**src/hw/thwm_consts.svh**
```systemverilog
// constants for the thermal warning monitor: offsets, fields, resets, timing
// Summary of operation
// - supervision always runs in active or sleep
// - two-bit threshold select, 90..120 C, reset 10
// - hysteresis bit 3: 8 or 16 C, reset 1
// - warning held until below threshold minus hysteresis
// - live warning status at bit 15, read-only
// - interrupt flag set on both warning edges
// - flag bit 1, cleared by writing one
// - flag feeds primary interrupt unless masked
// - mask bit: 0 passes, 1 blocks, reset 1
// - shutdown detect forces system reset to off
`ifndef THWM_CONSTS_SVH
`define THWM_CONSTS_SVH

// register offsets
`define THWM_ADDR_CFG        16'h4002
`define THWM_ADDR_STATUS     16'h400D
`define THWM_ADDR_IRQ_STS    16'h4011
`define THWM_ADDR_IRQ_MASK   16'h4019

// field positions
`define THWM_CFG_THR_LSB     0
`define THWM_CFG_THR_MSB     1
`define THWM_CFG_HYST_BIT    3
`define THWM_STATUS_WARN_BIT 15
`define THWM_IRQ_WARN_BIT    1

// reset values
`define THWM_CFG_THR_RST     2'h2
`define THWM_CFG_HYST_RST    1'h1
`define THWM_IRQ_MASK_RST    1'h1

// system reset request pulse, least width
`define THWM_CLK_PERIOD_NS   10
`define THWM_RST_PULSE_NS    1000
`define THWM_RST_PULSE_CYC   ((`THWM_RST_PULSE_NS + `THWM_CLK_PERIOD_NS - 1) / `THWM_CLK_PERIOD_NS)

`endif

```
**src/hw/thwm_pkg.sv**
```systemverilog
// types shared by the thermal warning monitor modules
package thwm_pkg;

   // shutdown reset request sequencer, one-hot
   typedef enum logic [1:0] {
      THWM_RST_IDLE = 2'b01,
      THWM_RST_HOLD = 2'b10
   } thwm_rst_state_e;

   // hysteresis latch state
   typedef struct packed {
      logic warn;
   } thwm_hyst_s;

   // top-level state
   typedef struct packed {
      logic [1:0]      thr_sel;
      logic            hyst_sel;
      logic            irq_mask;
      logic            irq_flag;
      logic            warn_prev;
      logic [15:0]     rdata;
      logic            irq_out;
      thwm_rst_state_e rst_state;
      logic [7:0]      rst_cnt;
      logic            rst_req;
   } thwm_state_s;

endpackage

```
**src/hw/thwm_hyst.sv**
```systemverilog
// warning latch with hysteresis release
`timescale 1ns/1ns
module thwm_hyst (
   // clock and reset
   input  wire logic i_ref_clk,
   input  wire logic i_arst_n,
   // control
   input  wire logic i_enable,
   // synchronised comparator levels
   input  wire logic i_above_thr,
   input  wire logic i_above_release,
   // warning level
   output logic      o_warn
);

   thwm_pkg::thwm_hyst_s state_reg;
   thwm_pkg::thwm_hyst_s state_next;

   // raise at threshold, drop only below threshold minus margin
   always_comb begin
      state_next = state_reg;
      if (i_enable) begin
         if (i_above_thr) begin
            state_next.warn = 1'b1;
         end else if (!i_above_release) begin
            state_next.warn = 1'b0;
         end
      end
   end

   // state register
   always_ff @(posedge i_ref_clk or negedge i_arst_n) begin
      if (!i_arst_n) begin
         state_reg <= '0;
      end else begin
         state_reg <= state_next;
      end
   end

   assign o_warn = state_reg.warn;

endmodule

```
**src/hw/thwm_sync.sv**
```systemverilog
// two-stage synchroniser for asynchronous comparator levels
`timescale 1ns/1ns
module thwm_sync #(
   parameter int WIDTH = 3
) (
   // clock and reset
   input  wire logic             i_ref_clk,
   input  wire logic             i_arst_n,
   // asynchronous in, synchronous out
   input  wire logic [WIDTH-1:0] i_async,
   output logic      [WIDTH-1:0] o_sync
);

   typedef struct packed {
      logic [WIDTH-1:0] stage1;
      logic [WIDTH-1:0] stage2;
   } thwm_sync_s;

   thwm_sync_s state_reg;
   thwm_sync_s state_next;

   // first stage feeds only the second
   always_comb begin
      state_next        = state_reg;
      state_next.stage1 = i_async;
      state_next.stage2 = state_reg.stage1;
   end

   // state register
   always_ff @(posedge i_ref_clk or negedge i_arst_n) begin
      if (!i_arst_n) begin
         state_reg <= '0;
      end else begin
         state_reg <= state_next;
      end
   end

   assign o_sync = state_reg.stage2;

endmodule

```
**src/hw/thwm_top.sv**
```systemverilog
// thermal warning monitor: registers, warning interrupt, shutdown reset
//
// Local design decision: the address-and-strobe port.
`timescale 1ns/1ns
`include "thwm_consts.svh"
module thwm_top (
   // clock and reset
   input  wire logic        i_ref_clk,
   input  wire logic        i_arst_n,
   // register port
   input  wire logic [15:0] i_addr,
   input  wire logic [15:0] i_wdata,
   input  wire logic        i_wr,
   input  wire logic        i_rd,
   output logic      [15:0] o_rdata,
   // power state
   input  wire logic        i_pwr_active,
   input  wire logic        i_pwr_sleep,
   // analogue comparators, asynchronous
   input  wire logic        i_cmp_above_thr,
   input  wire logic        i_cmp_above_release,
   input  wire logic        i_cmp_shutdown,
   // analogue trim selects
   output logic      [1:0]  o_warn_threshold_sel,
   output logic             o_warn_hysteresis_sel,
   // system outputs
   output logic             o_thermal_irq,
   output logic             o_sys_reset_req
);

   // register slots
   typedef enum logic [3:0] {
      THWM_SEL_NONE = 4'b0000,
      THWM_SEL_CFG  = 4'b0001,
      THWM_SEL_STS  = 4'b0010,
      THWM_SEL_IRQ  = 4'b0100,
      THWM_SEL_MASK = 4'b1000
   } thwm_sel_e;

   // address decode shared by reads and writes
   function automatic thwm_sel_e thwm_decode(input logic [15:0] addr);
      thwm_sel_e sel;
      sel = THWM_SEL_NONE;
      if (addr == `THWM_ADDR_CFG) begin
         sel = THWM_SEL_CFG;
      end else if (addr == `THWM_ADDR_STATUS) begin
         sel = THWM_SEL_STS;
      end else if (addr == `THWM_ADDR_IRQ_STS) begin
         sel = THWM_SEL_IRQ;
      end else if (addr == `THWM_ADDR_IRQ_MASK) begin
         sel = THWM_SEL_MASK;
      end
      return sel;
   endfunction

   localparam logic [7:0] RST_LAST = 8'(`THWM_RST_PULSE_CYC - 1);

   thwm_pkg::thwm_state_s state_reg;
   thwm_pkg::thwm_state_s state_next;

   logic [2:0] cmp_sync;
   logic       supervise;
   logic       warn;
   logic       shutdown;
   thwm_sel_e  wsel;
   thwm_sel_e  rsel;
   logic       warn_edge;
   logic       irq_clr;

   // comparator synchronisation
   thwm_sync #(
      .WIDTH (3)
   ) u_sync (
      .i_ref_clk (i_ref_clk),
      .i_arst_n  (i_arst_n),
      .i_async   ({i_cmp_shutdown, i_cmp_above_release, i_cmp_above_thr}),
      .o_sync    (cmp_sync)
   );

   // supervision in active and sleep, no enable bit
   assign supervise = i_pwr_active | i_pwr_sleep;
   assign shutdown  = cmp_sync[2] & supervise;

   // warning latch
   thwm_hyst u_hyst (
      .i_ref_clk       (i_ref_clk),
      .i_arst_n        (i_arst_n),
      .i_enable        (supervise),
      .i_above_thr     (cmp_sync[0]),
      .i_above_release (cmp_sync[1]),
      .o_warn          (warn)
   );

   // decode and event terms
   assign wsel      = i_wr ? thwm_decode(i_addr) : THWM_SEL_NONE;
   assign rsel      = i_rd ? thwm_decode(i_addr) : THWM_SEL_NONE;
   assign warn_edge = warn ^ state_reg.warn_prev;
   assign irq_clr   = (wsel == THWM_SEL_IRQ) & i_wdata[`THWM_IRQ_WARN_BIT];

   // next state
   always_comb begin
      state_next           = state_reg;
      state_next.warn_prev = warn;

      // configuration and mask writes
      if (wsel == THWM_SEL_CFG) begin
         state_next.thr_sel  = i_wdata[`THWM_CFG_THR_MSB:`THWM_CFG_THR_LSB];
         state_next.hyst_sel = i_wdata[`THWM_CFG_HYST_BIT];
      end
      if (wsel == THWM_SEL_MASK) begin
         state_next.irq_mask = i_wdata[`THWM_IRQ_WARN_BIT];
      end

      // sticky flag, a new edge beats the clear
      state_next.irq_flag = warn_edge | (state_reg.irq_flag & ~irq_clr);

      // primary interrupt, mask high blocks
      state_next.irq_out = state_next.irq_flag & ~state_next.irq_mask;

      // read data for one cycle only
      state_next.rdata = 16'h0000;
      if (rsel == THWM_SEL_CFG) begin
         state_next.rdata[`THWM_CFG_THR_MSB:`THWM_CFG_THR_LSB] = state_reg.thr_sel;
         state_next.rdata[`THWM_CFG_HYST_BIT]                  = state_reg.hyst_sel;
      end else if (rsel == THWM_SEL_STS) begin
         state_next.rdata[`THWM_STATUS_WARN_BIT] = warn;
      end else if (rsel == THWM_SEL_IRQ) begin
         state_next.rdata[`THWM_IRQ_WARN_BIT] = state_reg.irq_flag;
      end else if (rsel == THWM_SEL_MASK) begin
         state_next.rdata[`THWM_IRQ_WARN_BIT] = state_reg.irq_mask;
      end

      // shutdown reset request, held a least width
      case (state_reg.rst_state)
         thwm_pkg::THWM_RST_IDLE: begin
            state_next.rst_cnt = 8'h00;
            state_next.rst_req = 1'b0;
            if (shutdown) begin
               state_next.rst_state = thwm_pkg::THWM_RST_HOLD;
               state_next.rst_req   = 1'b1;
            end
         end
         thwm_pkg::THWM_RST_HOLD: begin
            state_next.rst_req = 1'b1;
            if (state_reg.rst_cnt >= RST_LAST) begin
               if (!shutdown) begin
                  state_next.rst_state = thwm_pkg::THWM_RST_IDLE;
                  state_next.rst_req   = 1'b0;
               end
            end else begin
               state_next.rst_cnt = state_reg.rst_cnt + 8'h01;
            end
         end
         default: begin
            state_next.rst_state = thwm_pkg::THWM_RST_IDLE;
            state_next.rst_cnt   = 8'h00;
            state_next.rst_req   = 1'b0;
         end
      endcase
   end

   // state register
   always_ff @(posedge i_ref_clk or negedge i_arst_n) begin
      if (!i_arst_n) begin
         state_reg.thr_sel   <= `THWM_CFG_THR_RST;
         state_reg.hyst_sel  <= `THWM_CFG_HYST_RST;
         state_reg.irq_mask  <= `THWM_IRQ_MASK_RST;
         state_reg.irq_flag  <= 1'b0;
         state_reg.warn_prev <= 1'b0;
         state_reg.rdata     <= 16'h0000;
         state_reg.irq_out   <= 1'b0;
         state_reg.rst_state <= thwm_pkg::THWM_RST_IDLE;
         state_reg.rst_cnt   <= 8'h00;
         state_reg.rst_req   <= 1'b0;
      end else begin
         state_reg <= state_next;
      end
   end

   // outputs straight from flops
   assign o_rdata               = state_reg.rdata;
   assign o_warn_threshold_sel  = state_reg.thr_sel;
   assign o_warn_hysteresis_sel = state_reg.hyst_sel;
   assign o_thermal_irq         = state_reg.irq_out;
   assign o_sys_reset_req       = state_reg.rst_req;

endmodule

```
**config.mk**
```make
export PLATFORM = sky130hd
export DESIGN_NAME = thwm_top
export DESIGN_NICKNAME = d
export VERILOG_FILES = /design/src/hw/thwm_pkg.sv /design/src/hw/thwm_hyst.sv /design/src/hw/thwm_sync.sv /design/src/hw/thwm_top.sv
export VERILOG_INCLUDE_DIRS = /design/src /design/src/hw
export SDC_FILE = /design/constraint.sdc
export NUM_CORES = 1
export LEC_CHECK = 0
export BUFFER_PORTS_ARGS = -buffer_cell sky130_fd_sc_hd__clkbuf_2
export CAP_MARGIN = 20
export CORE_MARGIN = 2
export CORE_UTILIZATION = 52
export DETAILED_ROUTE_END_ITERATION = 10
export PLACE_DENSITY_LB_ADDON = 0.1
export SLEW_MARGIN = 15
export SYNTH_ARGS = -nofsm -noshare
export SYNTH_HDL_FRONTEND = slang
export SYNTH_SLANG_ARGS = --single-unit
```
**constraint.sdc**
```tcl
create_clock -name i_ref_clk -period 3.9 [get_ports i_ref_clk]
set_clock_uncertainty 0.15 [all_clocks]
set_input_delay 0.195 -clock i_ref_clk [delete_from_list [all_inputs] [get_ports i_ref_clk]]
set_output_delay 0.195 -clock i_ref_clk [all_outputs]
set_load 0.01 [all_outputs]
```
==> run_results.csv <==
group,metric,value,unit
run_status,status,"complete, but fails checks",
run_status,violations,"DRC",
min_path,hp-start,"i_addr[3]",
placed_design,io_buffer_count,36,
power_and_ir_drop,switchingPower,0.000232,W
grt,overflow,0,
logic_synthesis,synth.avg_cell_area,10.9,um2
finish,diodes,0,
placed_design,dp.cells,201,
sta,rsz0062_at_grt,"no",
finish,layout-drive-gt1-share,0.330,
floorplan,die_area,0.00345,mm2
power_and_ir_drop,p_leak,0.853,nW
clock_network,cts_buffers,5,
power_and_ir_drop,p_clk_frac,0.237,
logic_synthesis,yosysSeqAreaShare,0.468,
logic_synthesis,yosys_warnings,0,
sta,hold_ws,51.5,ps
power_and_ir_drop,intPower,0.000479,W
logic_synthesis,synthTopCellsByArea,"dfrtp_1, buf_4, dfstp_2",
floorplan,io_pins,62,
detailed_routing,postRouteAntennaNets,0,
finish,syn2layout_area_growth,17.2,%
min_path,hold_end,"state_reg[30]",
grt,grt_usage,0.185,
grt,grt_max_degree,30,
flow_run,drv_cap,0,
finish,final_cells,219,
logic_synthesis,synth_compound_area_frac,0.118,
clock_network,holdBufCountCts,10,
logic_synthesis,synth_top_area_share,0.401,
floorplan,dieHeight,58.8,um
placed_design,dp_hpwl,2.17,mm
grt,grt_pass1_wl,4.75,mm
logic_synthesis,synth_top_cell_by_area,"dfrtp_1",
detailed_routing,post_drt_wl_per_cell,13.3,um
clock_network,cts_setup_buffers,0,
sta,fin_crit_sh,0.570,
clock_network,cts_tree,"yes",
detailed_routing,routed_wl,2.90,mm
finish,largest_reg_flops,13,
detailed_routing,vias,1216,
logic_synthesis,synthAdderAreaFrac,0.0321,
clock_network,cts_max_level,2,
detailed_routing,vias_per_cell,5.55,
critical_path,worstPathArrival,2290,ps
critical_path,path_max_fanout,10,
placed_design,gp_congestion,0.867,
clock_network,clk_pin_slew_worst_paths,90,ps
logic_synthesis,synth_cell_type_count,47,
clock_network,cts_buffer_depth,2,
sta,finalHoldViolCount,0,
placed_design,pre_cts_ws,1700,ps
floorplan,chipWidth,58.8,um
critical_path,endpoint_kind,"flop",
detailed_routing,drc_errors,5,
clock_network,clock_latency,330,ps
logic_synthesis,syn_area,0.00156,mm2
sta,setup_ws,1680,ps
clock_network,clock_sinks,29,
critical_path,r2r_cells,5,
finish,postLayoutCellArea,0.00183,mm2
logic_synthesis,synth-xor-area-share,0.00561,
detailed_routing,firstDrtPassIters,7,
sta,slew_headroom,0.543,
logic_synthesis,synth_top_family_by_area,"simple AND/OR/NAND/NOR gates",
sta,worst_pin_slew,686,ps
logic_synthesis,synth_seq_cells,29,
power_and_ir_drop,peakVddDrop,0.000208,V
logic_synthesis,ys.flop_type,"dfrtp_1",
logic_synthesis,synthSimpleGateAreaFrac,0.241,
grt,antenna_found_initial,0,
logic_synthesis,synthMuxAreaShare,0.0289,
finish,nNetsFinal,232,
detailed_routing,drtIter0Drc,47,
floorplan,coreArea,0.00281,mm2
clock_network,root_buffer,"clkbuf_4",
floorplan,start_util,0.556,
critical_path,r2r_start,"state_reg[1]",
logic_synthesis,synth-edff-count,0,
power_and_ir_drop,powerDensity,389,mW/mm2
clock_network,cts_resized,0,
critical_path,cp_data_required_time,3970,ps
min_path,hold_path_class,"input port to flop",
critical_path,start_kind,"flop",
floorplan,placementRows,19,
sta,fin_setup_tns,0,ps
power_and_ir_drop,combinationalPowerShare,0.281,
logic_synthesis,syn_inst,143,
sta,finalSetupViolCount,0,
power_and_ir_drop,seq_power_share,0.482,
power_and_ir_drop,p_sw_frac,0.326,
critical_path,path_class,"flop to flop",
placed_design,placed_cell_area,0.00168,mm2
min_path,holdPathStages,2,
sta,slew_violations,0,
sta,period_minus_slack,2220,ps
logic_synthesis,ys_async_sr_fraction,1.00,
critical_path,rr_endpoint,"state_reg[3]",
critical_path,r2r_setup_slack,1680,ps
sta,max_freq,0.450,GHz
grt,first_global_vias,1133,
-- synthesized netlist by cell type (3+ instances only) --
master and number:
dfrtp_1 25, buf_4 18, nand2_1 8, nor2_1 6, inv_1 5, nand2b_1 5
o21ai_0 5, a31oi_1 4, and2_1 4, dfstp_2 4, ha_1 4, mux2_2 4
nor2b_1 4, a21oi_1 3, a32o_1 3, nor4_1 3
-- cell families after synthesis --
logic type      count (synthesis)
compound gates                 24
xor+xnor                        1
fa+ha+maj                       4
buf+inv                        25
flops                          29
mux                             4
other cells                     1
simple gates                   55
-- cells in the final DEF, fill, tap and decap left out, drive strengths merged, types with 3 or more instances in the layout --
cell         synthesis  final
a32o                 3      3
nor4                 5      5
nand2                8      8
clkbuf               1     42
nor3                 4      4
ha                   4      4
or4                  3      3
nor2b                4      4
conb                 1     12
dfstp                4      4
mux2                 4      4
dlygate4sd3          0     10
o21ai                5      5
nand2b               5      5
a21oi                3      3
dfrtp               25     25
and2                 4      4
inv                  5      5
nor2                 6      6
a31oi                5      5
-- through the flow --
| stage | utilization | total power [W] |
|---|---|---|
| 5_1_grt | 0.652 | 0.000765 |
| 3_5_place_dp | 0.598 | 0.000541 |
| 6_report | 0.652 | 0.000712 |
| 2_1_floorplan | - | 0.000489 |
| 3_3_place_gp | 0.598 | 0.000532 |
| 4_1_cts | 0.652 | 0.000722 |
-- power groups by stage --
stage | registers, W | logic, W | clock network [W]
floorplan | 0.000348 | 0.000140 | 0
global placement | 0.000349 | 0.000184 | 0
detailed placement | 0.000349 | 0.000192 | 0
CTS | 0.000344 | 0.000200 | 0.000178
global route | 0.000348 | 0.000225 | 0.000192
finish | 0.000343 | 0.000200 | 0.000169
-- area by class of cell --
cell class	instances	area, um2
clock buffer	6	41.3
clock inverter	2	10.0
fill	234	976
inverter	5	18.8
multi-input combinational	100	709
sequential	29	731
tap	31	38.8
timing repair buffer	46	280
-- worst max path at each step --
| stage | slack (ps) | start | endpoint |
|---|---|---|---|
| after global routing | 1560 | state_reg[1] | state_reg[9] |
| final | 1680 | state_reg[1] | state_reg[3] |
| after floorplan | 1840 | state_reg[1] | state_reg[3] |
| after detailed placement | 1700 | state_reg[1] | state_reg[3] |
| after CTS | 1680 | state_reg[1] | state_reg[3] |
| after global placement | 1720 | state_reg[1] | state_reg[3] |
-- layer usage --
layer  GRT usage  wire [um]
met3      0.0747        217
met1       0.214       1220
met5           0          0
met4      0.0812         77
met2       0.302       1390
-- worst max-delay path, cell delays in order (launching register included) --
cell,delay (ps)
dfrtp_1,410
ha_1,250
or4_4,570
a31oi_4,320
o21ai_0,140
a32o_1,280
(Power assumes the default switching activity.)
